<file path="src/hdl/sasq_params.svh">
// constants for the successive-approximation conversion sequencer
//
// Summary of operation
// - result resolution selectable as 8, 10 or 12 bits; trials equal resolution
// - aggregate conversion rate never exceeds 600 thousand samples per second
// - every conversion begins by discharging the whole capacitor array
// - then input is applied to all capacitors for the acquisition interval
// - then all capacitors go to ground before any bit trial
// - first trial puts the largest capacitor on the reference
// - first comparator decision is clocked into the result MSB
// - zero returns tested capacitor to ground; next half capacitor goes to reference
// - each later decision fills the next lower bit until resolution is done
// - conversion takes acquisition plus resolution plus three clock cycles
// - temperature step is 4 C in 8-bit mode, 1 C in 10 and 12-bit
// - channel 31 selects the internal temperature diode
`ifndef SASQ_PARAMS_SVH
`define SASQ_PARAMS_SVH

`define SASQ_CLK_HZ 50000000
`define SASQ_CLK_NS 20
`define SASQ_MAX_SPS 600000
`define SASQ_PERIOD_CYC ((`SASQ_CLK_HZ + `SASQ_MAX_SPS - 1) / `SASQ_MAX_SPS)
`define SASQ_ACQ_NS 200
`define SASQ_ACQ_CYC ((`SASQ_ACQ_NS + `SASQ_CLK_NS - 1) / `SASQ_CLK_NS)
`define SASQ_CNT_W 8

`define SASQ_RES_MAX 12
`define SASQ_IDX_W 4
`define SASQ_CHAN_W 5
`define SASQ_TEMP_CHAN 5'h1f

`define SASQ_MODE_8 2'h0
`define SASQ_MODE_10 2'h1
`define SASQ_MODE_12 2'h2

`define SASQ_RST_RESULT 12'h000
`define SASQ_RST_CHAN 5'h00
`define SASQ_RST_CNT 8'h00

`endif

</file>
<file path="src/hdl/sasq_pkg.sv">
// types shared by the conversion sequencer modules
package sasq_pkg;
    typedef enum logic [2:0] {
        SASQ_IDLE = 3'h0,
        SASQ_DISCH = 3'h1,
        SASQ_ACQ = 3'h3,
        SASQ_GND = 3'h2,
        SASQ_TRIAL = 3'h6,
        SASQ_DONE = 3'h7
    } sasq_state_t;

    typedef logic [1:0] sasq_mode_t;
endpackage

</file>
<file path="src/hdl/sasq_sar_if.sv">
// carrier between the sequencer control and the approximation register
`timescale 1ns/1ps
`include "sasq_params.svh"
interface sasq_sar_if;
    logic clear;
    logic arm;
    logic step;
    logic [`SASQ_IDX_W-1:0] idx;
    logic cmp;
    logic [`SASQ_RES_MAX-1:0] cap_ref;
    logic [`SASQ_RES_MAX-1:0] result;

    modport ctrl (
        output clear,
        output arm,
        output step,
        output idx,
        output cmp,
        input cap_ref,
        input result
    );

    modport core (
        input clear,
        input arm,
        input step,
        input idx,
        input cmp,
        output cap_ref,
        output result
    );
endinterface

</file>
<file path="src/hdl/sasq_sequencer.sv">
// conversion sequencer: discharge, acquisition, grounding and bit trials
`timescale 1ns/1ps
`include "sasq_params.svh"
module sasq_sequencer
    import sasq_pkg::*;
(
    input wire logic i_clk_sys,
    input wire logic i_rst_n,
    input wire logic i_start,
    input wire logic [1:0] i_res_mode,
    input wire logic [`SASQ_CHAN_W-1:0] i_channel,
    input wire logic i_cmp,
    output logic o_discharge,
    output logic o_acquire,
    output logic o_ground_all,
    output logic [`SASQ_RES_MAX-1:0] o_cap_ref,
    output logic [`SASQ_CHAN_W-1:0] o_analog_input_selector,
    output logic o_temp_sel,
    output logic o_busy,
    output logic o_done,
    output logic [`SASQ_RES_MAX-1:0] o_result,
    output logic o_result_temp,
    output logic [`SASQ_RES_MAX-1:0] o_temp_deg
);
    localparam logic [`SASQ_CNT_W-1:0] PERIOD_LOAD =
        `SASQ_CNT_W'(`SASQ_PERIOD_CYC - 1);
    localparam logic [`SASQ_CNT_W-1:0] ACQ_LOAD =
        `SASQ_CNT_W'(`SASQ_ACQ_CYC - 1);

    // number of trials for a resolution mode
    function automatic logic [`SASQ_IDX_W-1:0] res_bits(
        input sasq_mode_t mode
    );
        logic [`SASQ_IDX_W-1:0] n;
        n = 4'hc;
        unique case (mode)
            `SASQ_MODE_8: n = 4'h8;
            `SASQ_MODE_10: n = 4'ha;
            default: n = 4'hc;
        endcase
        return n;
    endfunction

    // true when the selected channel is the on-die temperature diode
    function automatic logic is_temp(
        input logic [`SASQ_CHAN_W-1:0] chan
    );
        return chan == `SASQ_TEMP_CHAN;
    endfunction

    sasq_sar_if sar ();

    sasq_sar_core u_core (
        .i_clk_sys(i_clk_sys),
        .i_rst_n(i_rst_n),
        .sar(sar)
    );

    // ---- sequencing state
    sasq_state_t state_reg;
    sasq_state_t state_next;
    logic [`SASQ_CNT_W-1:0] step_cnt_reg;
    logic [`SASQ_CNT_W-1:0] step_cnt_next;
    logic [`SASQ_IDX_W-1:0] idx_reg;
    logic [`SASQ_IDX_W-1:0] idx_next;
    logic [`SASQ_CNT_W-1:0] rate_cnt_reg;
    logic [`SASQ_CNT_W-1:0] rate_cnt_next;
    sasq_mode_t mode_reg;
    sasq_mode_t mode_next;
    logic [`SASQ_CHAN_W-1:0] chan_reg;
    logic [`SASQ_CHAN_W-1:0] chan_next;
    logic start_ok;

    assign start_ok = i_start && (state_reg == SASQ_IDLE)
        && (rate_cnt_reg == '0);

    always_comb begin
        state_next = state_reg;
        step_cnt_next = step_cnt_reg;
        idx_next = idx_reg;
        mode_next = mode_reg;
        chan_next = chan_reg;
        unique case (state_reg)
            SASQ_IDLE: begin
                if (start_ok) begin
                    mode_next = i_res_mode;
                    chan_next = i_channel;
                    state_next = SASQ_DISCH;
                end
            end
            SASQ_DISCH: begin
                step_cnt_next = ACQ_LOAD;
                state_next = SASQ_ACQ;
            end
            SASQ_ACQ: begin
                if (step_cnt_reg == '0) begin
                    state_next = SASQ_GND;
                end else begin
                    step_cnt_next = step_cnt_reg - 1'b1;
                end
            end
            SASQ_GND: begin
                idx_next = res_bits(mode_reg) - 1'b1;
                state_next = SASQ_TRIAL;
            end
            SASQ_TRIAL: begin
                if (idx_reg == '0) begin
                    state_next = SASQ_DONE;
                end else begin
                    idx_next = idx_reg - 1'b1;
                end
            end
            SASQ_DONE: begin
                state_next = SASQ_IDLE;
            end
            default: begin
                state_next = SASQ_IDLE;
            end
        endcase
    end

    always_ff @(posedge i_clk_sys) begin
        if (!i_rst_n) begin
            state_reg <= SASQ_IDLE;
            step_cnt_reg <= `SASQ_RST_CNT;
            idx_reg <= '0;
            mode_reg <= `SASQ_MODE_12;
            chan_reg <= `SASQ_RST_CHAN;
        end else begin
            state_reg <= state_next;
            step_cnt_reg <= step_cnt_next;
            idx_reg <= idx_next;
            mode_reg <= mode_next;
            chan_reg <= chan_next;
        end
    end

    // ---- throughput holdoff between accepted starts
    always_comb begin
        rate_cnt_next = rate_cnt_reg;
        if (start_ok) begin
            rate_cnt_next = PERIOD_LOAD;
        end else if (rate_cnt_reg != '0) begin
            rate_cnt_next = rate_cnt_reg - 1'b1;
        end
    end

    always_ff @(posedge i_clk_sys) begin
        if (!i_rst_n) begin
            rate_cnt_reg <= `SASQ_RST_CNT;
        end else begin
            rate_cnt_reg <= rate_cnt_next;
        end
    end

    // ---- approximation register control
    always_comb begin
        sar.clear = (state_reg == SASQ_DISCH);
        sar.arm = (state_reg == SASQ_GND);
        sar.step = (state_reg == SASQ_TRIAL);
        sar.idx = (state_reg == SASQ_GND)
            ? res_bits(mode_reg) - 1'b1 : idx_reg;
        sar.cmp = i_cmp;
    end

    // ---- registered outputs
    logic disch_reg;
    logic disch_next;
    logic acq_reg;
    logic acq_next;
    logic gnd_reg;
    logic gnd_next;
    logic busy_reg;
    logic busy_next;
    logic done_reg;
    logic done_next;
    logic [`SASQ_CHAN_W-1:0] sel_reg;
    logic [`SASQ_CHAN_W-1:0] sel_next;
    logic tsel_reg;
    logic tsel_next;
    logic [`SASQ_RES_MAX-1:0] result_reg;
    logic [`SASQ_RES_MAX-1:0] result_next;
    logic rtemp_reg;
    logic rtemp_next;
    logic [`SASQ_RES_MAX-1:0] tdeg_reg;
    logic [`SASQ_RES_MAX-1:0] tdeg_next;

    always_comb begin
        logic [`SASQ_RES_MAX-1:0] final_res;
        final_res = sar.result;
        disch_next = (state_next == SASQ_DISCH);
        acq_next = (state_next == SASQ_ACQ);
        gnd_next = (state_next == SASQ_GND);
        busy_next = (state_next != SASQ_IDLE);
        done_next = 1'b0;
        sel_next = sel_reg;
        tsel_next = tsel_reg;
        result_next = result_reg;
        rtemp_next = rtemp_reg;
        tdeg_next = tdeg_reg;
        if (start_ok) begin
            sel_next = i_channel;
            tsel_next = is_temp(i_channel);
        end
        if (state_reg == SASQ_DONE) begin
            done_next = 1'b1;
            result_next = final_res;
            rtemp_next = is_temp(chan_reg);
            unique case (mode_reg)
                `SASQ_MODE_8: tdeg_next = {final_res[9:0], 2'b00};
                `SASQ_MODE_10: tdeg_next = final_res;
                default: tdeg_next = {2'b00, final_res[11:2]};
            endcase
        end
    end

    always_ff @(posedge i_clk_sys) begin
        if (!i_rst_n) begin
            disch_reg <= 1'b0;
            acq_reg <= 1'b0;
            gnd_reg <= 1'b0;
            busy_reg <= 1'b0;
            done_reg <= 1'b0;
            sel_reg <= `SASQ_RST_CHAN;
            tsel_reg <= 1'b0;
            result_reg <= `SASQ_RST_RESULT;
            rtemp_reg <= 1'b0;
            tdeg_reg <= `SASQ_RST_RESULT;
        end else begin
            disch_reg <= disch_next;
            acq_reg <= acq_next;
            gnd_reg <= gnd_next;
            busy_reg <= busy_next;
            done_reg <= done_next;
            sel_reg <= sel_next;
            tsel_reg <= tsel_next;
            result_reg <= result_next;
            rtemp_reg <= rtemp_next;
            tdeg_reg <= tdeg_next;
        end
    end

    assign o_discharge = disch_reg;
    assign o_acquire = acq_reg;
    assign o_ground_all = gnd_reg;
    assign o_cap_ref = sar.cap_ref;
    assign o_analog_input_selector = sel_reg;
    assign o_temp_sel = tsel_reg;
    assign o_busy = busy_reg;
    assign o_done = done_reg;
    assign o_result = result_reg;
    assign o_result_temp = rtemp_reg;
    assign o_temp_deg = tdeg_reg;
endmodule

</file>
<file path="src/hdl/sasq_sar_core.sv">
// approximation register: capacitor reference switches and result bits
`timescale 1ns/1ps
`include "sasq_params.svh"
module sasq_sar_core
    import sasq_pkg::*;
(
    input wire logic i_clk_sys,
    input wire logic i_rst_n,
    sasq_sar_if.core sar
);
    logic [`SASQ_RES_MAX-1:0] cap_reg;
    logic [`SASQ_RES_MAX-1:0] cap_next;
    logic [`SASQ_RES_MAX-1:0] res_reg;
    logic [`SASQ_RES_MAX-1:0] res_next;

    always_comb begin
        cap_next = cap_reg;
        res_next = res_reg;
        if (sar.clear) begin
            cap_next = '0;
            res_next = '0;
        end else if (sar.arm) begin
            cap_next = '0;
            cap_next[sar.idx] = 1'b1;
        end else if (sar.step) begin
            res_next[sar.idx] = sar.cmp;
            if (!sar.cmp) begin
                cap_next[sar.idx] = 1'b0;
            end
            if (sar.idx != '0) begin
                cap_next[sar.idx - 1'b1] = 1'b1;
            end
        end
    end

    always_ff @(posedge i_clk_sys) begin
        if (!i_rst_n) begin
            cap_reg <= '0;
            res_reg <= `SASQ_RST_RESULT;
        end else begin
            cap_reg <= cap_next;
            res_reg <= res_next;
        end
    end

    assign sar.cap_ref = cap_reg;
    assign sar.result = res_reg;
endmodule

</file>
<file path="config.mk">
export PLATFORM = sky130hd
export DESIGN_NAME = sasq_sequencer
export DESIGN_NICKNAME = d
export VERILOG_FILES = /design/src/hdl/sasq_pkg.sv /design/src/hdl/sasq_sar_if.sv /design/src/hdl/sasq_sequencer.sv /design/src/hdl/sasq_sar_core.sv
export VERILOG_INCLUDE_DIRS = /design/src /design/src/hdl
export SDC_FILE = /design/constraint.sdc
export NUM_CORES = 1
export LEC_CHECK = 0
export BUFFER_PORTS_ARGS = -buffer_cell sky130_fd_sc_hd__buf_2
export CAP_MARGIN = 10
export CORE_AREA = 10 10 108 81
export DETAILED_ROUTE_END_ITERATION = 7
export DIE_AREA = 0 0 118 91
export GPL_ROUTABILITY_DRIVEN = 0
export HOLD_SLACK_MARGIN = 0.05
export PLACE_DENSITY = 0.88
export SYNTH_ARGS = -nofsm -noshare
export SYNTH_HDL_FRONTEND = slang
export SYNTH_SLANG_ARGS = --single-unit
</file>
<file path="constraint.sdc">
create_clock -name i_clk_sys -period 4.9 [get_ports i_clk_sys]
set_clock_uncertainty 0.2 [all_clocks]
set_input_delay 0.98 -clock i_clk_sys [delete_from_list [all_inputs] [get_ports i_clk_sys]]
set_output_delay 0.98 -clock i_clk_sys [all_outputs]
set_load 0.02 [all_outputs]
</file>
==> results.sh, run 1 <==
export IMPL_ctsResizeCount=0
export IMPL_final_util_pct=67.55
export IMPL_rr_endpoint="u_core.sar.cap_ref[6]"
export IMPL_final_nets=533
export IMPL_cp_required_ps=4930
export IMPL_grt_max_degree=34
export IMPL_start_util_pct=59.94
export IMPL_synth_top_cells_by_area="dfxtp_1, nand2_1, a21oi_1, mux2i_1, nor2_1"
export IMPL_placed_cells=601
export IMPL_min_path_cells=2
export IMPL_ctsHtreeMaxLevel=3
export IMPL_core_um2=6631
export IMPL_num_rows=25
export IMPL_fp_dieArea_um2=10740
export IMPL_final_setup_tns_ps=0
export IMPL_setup_viol=0
export IMPL_post_route_period_util_pct=53.53
export IMPL_worstSetupEndpointType="flop"
export IMPL_combPwrFrac_pct=31.2
export IMPL_rrSetupSlack_ps=2280
export IMPL_yosys_top_cells_count="dfxtp_1, nand2_1, a21oi_1, nor2_1, clkbuf_1"
export IMPL_ctsHoldBuffers=0
export IMPL_wl_met1_mm=4.538
export IMPL_layout_drive_gt1_share_pct=16.25
export IMPL_antennaDiodeCount=0
export IMPL_grt_pass1_wl_mm=17.19
export IMPL_wl_met2_mm=4.760
export IMPL_post_synth_top_count_cell="dfxtp_1"
export IMPL_syn_nets=497
export IMPL_arrival_ps=2650
export IMPL_holdCritStartpoint="chan_reg[1]"
export IMPL_min_path_type="flop to flop"
export IMPL_yosys_warnings=0
export IMPL_slew_violations=0
export IMPL_ctsRootBufferMaster="clkbuf_8"
export IMPL_fmax_mhz=381.3
export IMPL_path_clk_slew_ps=90
export IMPL_area_growth_pct=12.69
export IMPL_wl_mm=10.24
export IMPL_drt_iter0_drc=397
export IMPL_clock_latency_ps=360
export IMPL_topRoutingLayerUsed="met4"
export IMPL_tightestPinTransition_ps=933.2
export IMPL_synthArstFlopShare_pct=0
export IMPL_cts_tree="built"
export IMPL_ys_seq_elements=90
export IMPL_fp_dieW_um=118
export IMPL_cp_start_kind="flop"
export IMPL_numCtsBuffers=9
export IMPL_ys_flop_type="dfxtp_1"
export IMPL_grt_pass1_vias=3472
export IMPL_cts_num_sinks=90
export IMPL_synth_top_cell_area_share_pct=45.33
export IMPL_p_int_mw=1.411
export IMPL_rr_worst_depth=4
export IMPL_ant_nets=0
export IMPL_r2r_start="state_reg[2]"
export IMPL_p_sw_share_pct=38.91
export IMPL_rsz0062_at_grt="no"
export IMPL_timing_hold_ws_ps=254.4
export IMPL_p_sw_uw=899.0
export IMPL_synth_area_um2=3975
export IMPL_synth_cells=482
export IMPL_dp_hpwl_mm=7.113
export IMPL_seq_area_frac_synth_pct=45.33
export IMPL_outcome="completed"
export IMPL_maxCapViolations=0
export IMPL_leakage_nw=1.719
export IMPL_antenna_found_initial=0
export IMPL_ir_drop_mv=0.2363
export IMPL_stdcell_count=617
export IMPL_yosys_cell_types_count=56
export IMPL_cts_setup_buffers=0
export IMPL_criticalPathCategory="flop to flop"
export IMPL_clock_path_buffers=2
export IMPL_drc_errors=0
export IMPL_slew_headroom_pct=37.61
export IMPL_fin_crit_ps=2623
export IMPL_die_h_um=91
export IMPL_io_buffers=58
export IMPL_synth_edff_count=0
export IMPL_cp_max_fo=24
export IMPL_p_per_area_nw_per_um2=515.7
export IMPL_final_hold_violation_count=0
export IMPL_num_vias=3687
export IMPL_io_pin_count=59
export IMPL_synth_avg_cell_area_um2=8.247
export IMPL_met3_length_um=809
export IMPL_yosys_area_top_type="dfxtp_1"
export IMPL_grt_overflow_total=0
export IMPL_hold_end="chan_reg[1]"
export IMPL_avgViaCountPerCell=5.976
export IMPL_pwr_share_clk_pct=25.3
export IMPL_drt_pass1_iterations=5
export IMPL_wl_per_cell_um=16.59
export IMPL_track_usage_pct=18.82
export IMPL_seq_power_share_pct=43.6
cell type report:
| cell class | count | area (µm²) |
|---|---|---|
| fill | 552 | 2152 |
| multi-input combinational | 348 | 1988 |
| sequential | 90 | 1802 |
| timing repair buffer | 60 | 305.3 |
| clock buffer | 10 | 137.6 |
| tap | 94 | 117.6 |
| clock inverter | 6 | 95.09 |
| inverter | 9 | 33.78 |
power groups by stage:
| stage | Combinational [mW] | Sequential [mW] | Clock, mW |
|---|---|---|---|
| after floorplan | 0.617 | 0.942 | 0 |
| after global placement | 0.667 | 1.00 | 0 |
| after detailed placement | 0.703 | 1.02 | 0 |
| after CTS | 0.710 | 0.999 | 0.587 |
| after global routing | 0.796 | 1.03 | 0.618 |
| final | 0.720 | 1.01 | 0.583 |
worst max-delay path, cell delays in order, from the launching register on:
cell and delay [ps]:
dfxtp_1 890, nand3b_1 520, nor2_1 320, a22oi_1 130, a2111oi_0 420
cells in the final DEF, fill, tap and decap left out, types with 6 or more instances in the layout:
master,netlist,final
mux2i_1,21,21
a21oi_1,59,59
or4_1,6,6
nand2_1,89,89
buf_2,4,58
nor2b_1,6,6
nand2b_1,9,9
nor2_1,36,36
dfxtp_1,90,90
nor3_1,17,17
nand3_1,7,7
o31ai_1,7,7
inv_1,8,8
o21ai_0,16,16
clkbuf_8,0,10
how the worst max path moves through the flow:
stage | start | end | cells after the start
finish | state_reg[2] | u_core.sar.cap_ref[6] | 4
global route | state_reg[2] | o_temp_deg[10] | 4
CTS | state_reg[2] | u_core.sar.cap_ref[6] | 4
detailed placement | i_start | o_acquire | 5
global placement | i_start | o_ground_all | 5
floorplan | i_start | o_discharge | 5
cells by family after synthesis:
| kind of cell | share of synthesized area [%] |
|---|---|
| buffers and inverters | 4.658 |
| AOI/OAI and AO/OA | 17.82 |
| xor gates and xnor gates | 0.4407 |
| muxes | 5.288 |
| adders and majority gates | 1.259 |
| and+or+nand+nor | 25.21 |
| DFF | 45.33 |
routing by layer:
metal  vias up  GRT usage (%)
met5         -              0
met4         0          4.928
met3        17          5.937
met2       163          30.05
met1      1742          24.14
li1       1765              -
per-stage QoR:
step                      cell area (µm²)  setup WS (ps)  power [mW]
final                                4479           2277       2.310
after floorplan                      3975           2609       1.559
after detailed placement             4247           2176       1.719
after CTS                            4479           2365       2.296
after global routing                 4479           1979       2.444
after global placement               4247           2305       1.670
Power figures use the tool's default switching activity.
==> run 2, diff against run 1 <==
- CORE_AREA: 10 10 108 81 -> 10 10 112 84
- DIE_AREA: 0 0 118 91 -> 0 0 122 94
- PLACE_DENSITY: 0.88 -> 0.82
- clock period: 4.9 -> 2.75 ns (I/O delays scaled with it)
==> results.sh, run 2 (synthesized netlist as in run 1, its figures left out) <==
export IMPL_final_common_cell="dfxtp_1"
export IMPL_area_growth_pct=13.76
export IMPL_drt_pass1_iterations=5
export IMPL_p_sw_share_pct=39.13
export IMPL_slew_violations=0
export IMPL_r2r_start="rate_cnt_reg[0]"
export IMPL_criticalPathCategory="flop to flop"
export IMPL_io_buffers=58
export IMPL_path_clk_slew_ps=90
export IMPL_cp_max_fo=11
export IMPL_design_area_um2=4522
export IMPL_startpoint="rate_cnt_reg[0]"
export IMPL_outcome="completed"
export IMPL_pwr_share_clk_pct=23.2
export IMPL_slowest_delay_ps=510
export IMPL_maxCapViolations=0
export IMPL_cp_start_kind="flop"
export IMPL_wl_per_cell_um=15.78
export IMPL_dpl_worst_slack_ps=523.1
export IMPL_final_hold_violation_count=0
export IMPL_path_cells="inv_1 -> ha_1 -> or4b_1 -> nor3_4 -> nor2_1 -> and4b_1"
export IMPL_clock_latency_ps=360
export IMPL_ctsResizeCount=0
export IMPL_cts_tree="built"
export IMPL_start_util_pct=55.29
export IMPL_ant_nets=0
export IMPL_cts_setup_buffers=0
export IMPL_combPwrFrac_pct=34.0
export IMPL_ir_drop_mv=0.4324
export IMPL_tightestPinTransition_ps=739.7
export IMPL_core_um2=7189
export IMPL_p_int_mw=2.446
export IMPL_arrival_ps=2310
export IMPL_antenna_found_initial=0
export IMPL_grt_max_degree=40
export IMPL_holdCritStartpoint="i_res_mode[1]"
export IMPL_final_util_pct=62.90
export IMPL_ctsHoldBuffers=0
export IMPL_seq_power_share_pct=42.8
export IMPL_post_route_period_util_pct=81.54
export IMPL_fin_crit_ps=2242
export IMPL_fmax_mhz=445.9
export IMPL_num_rows=26
export IMPL_numCtsBuffers=9
export IMPL_final_setup_tns_ps=0
export IMPL_p_per_area_nw_per_um2=888.7
export IMPL_drt_iter0_drc=340
export IMPL_ctsRootBufferMaster="clkbuf_8"
export IMPL_fp_dieArea_um2=11470
export IMPL_rsz0062_at_grt="no"
export IMPL_fp_dieW_um=122
export IMPL_drc_errors=0
export IMPL_io_pin_count=59
export IMPL_cts_num_sinks=90
export IMPL_setup_ws_ps=507.6
export IMPL_layout_drive_gt1_share_pct=17.51
export IMPL_clock_path_buffers=2
export IMPL_antennaDiodeCount=0
export IMPL_final_nets=541
export IMPL_grt_pass1_vias=3326
export IMPL_min_path_type="primary input to flop"
export IMPL_nFillCells=632
export IMPL_die_h_um=94
export IMPL_grt_pass1_wl_mm=16.43
export IMPL_ctsHtreeMaxLevel=3
export IMPL_dp_hpwl_mm=7.129
export IMPL_setup_viol=0
export IMPL_num_vias=3673
export IMPL_placed_area_um2=4312
export IMPL_cp_required_ps=2810
export IMPL_avgViaCountPerCell=5.839
export IMPL_mostFrequentLayoutCells="dfxtp_1, nand2_1, a21oi_1, buf_2, nor2_1"
export IMPL_worstSetupEndpointType="flop"
export IMPL_wl_mm=9.925
export IMPL_leakage_nw=1.743
export IMPL_grt_overflow_total=0
export IMPL_track_usage_pct=17.43
export IMPL_slew_headroom_pct=50.62
export IMPL_crit_path_top_delay_cell="or4b_1"
export IMPL_p_sw_mw=1.572
## run 2: cell types whose count changed in the layout (fill, tap and decap cells not counted), sizes merged
cell      previous run  this run
buf                 60        68
inv                 11        10
clkinvlp             0         1
clkinv               2         3
bufinv               2         1
## run 2: power by group through the flow
stage | combinational (mW) | clock [mW] | sequential, mW
floorplan | 1.10 | 0 | 1.68
global placement | 1.29 | 0 | 1.73
detailed placement | 1.34 | 0 | 1.74
CTS | 1.34 | 0.954 | 1.71
global route | 1.53 | 1.01 | 1.74
finish | 1.37 | 0.932 | 1.72
## run 2: worst paths after layout
path                            cells after the start             to  slack (ps)
worst max-delay path                                6   o_ground_all         510
worst min-delay path                                3    mode_reg[1]         250
worst max register to register                      6   o_ground_all         510
worst min register to register                      2  o_temp_deg[7]         260
## run 2: worst max-delay path: cells and delay by family (launching register included)
| kind | cells | cell delay [ps] |
|---|---|---|
| flip-flops | 1 | 350 |
| adder cells (fa/ha/maj) | 1 | 180 |
| AND/OR/NAND/NOR | 4 | 1320 |
| buffers and inverters | 1 | 100 |
## run 2: layout make-up
class / count / area, µm² / share of cell area, %
clock buffer: 10 / 137.6 / 3.044
clock inverter: 6 / 72.57 / 1.605
inverter: 9 / 33.78 / 0.7471
multi-input combinational: 348 / 1988 / 43.97
sequential: 90 / 1802 / 39.85
tap: 98 / 122.6 / 2.712
timing repair buffer: 68 / 365.4 / 8.080
## run 2: routing by layer
layer  global-route usage (%)  share of wire, %  vias up
met3                    6.486               9.2        9
met2                    26.74                46      151
li1                         -                 -     1779
met1                    22.82                44     1734
met4                    3.663              0.81        0
met5                        0                 0        -
## run 2: stage by stage
step           total power [mW]  std cells  hold WS (ps)
6_report                  4.018        629         252.2
5_1_grt                   4.285        629         234.5
3_3_place_gp              3.013        613         239.1
4_1_cts                   4.012        629         232.4
3_5_place_dp              3.081        613         243.7
2_1_floorplan             2.778        482         231.9
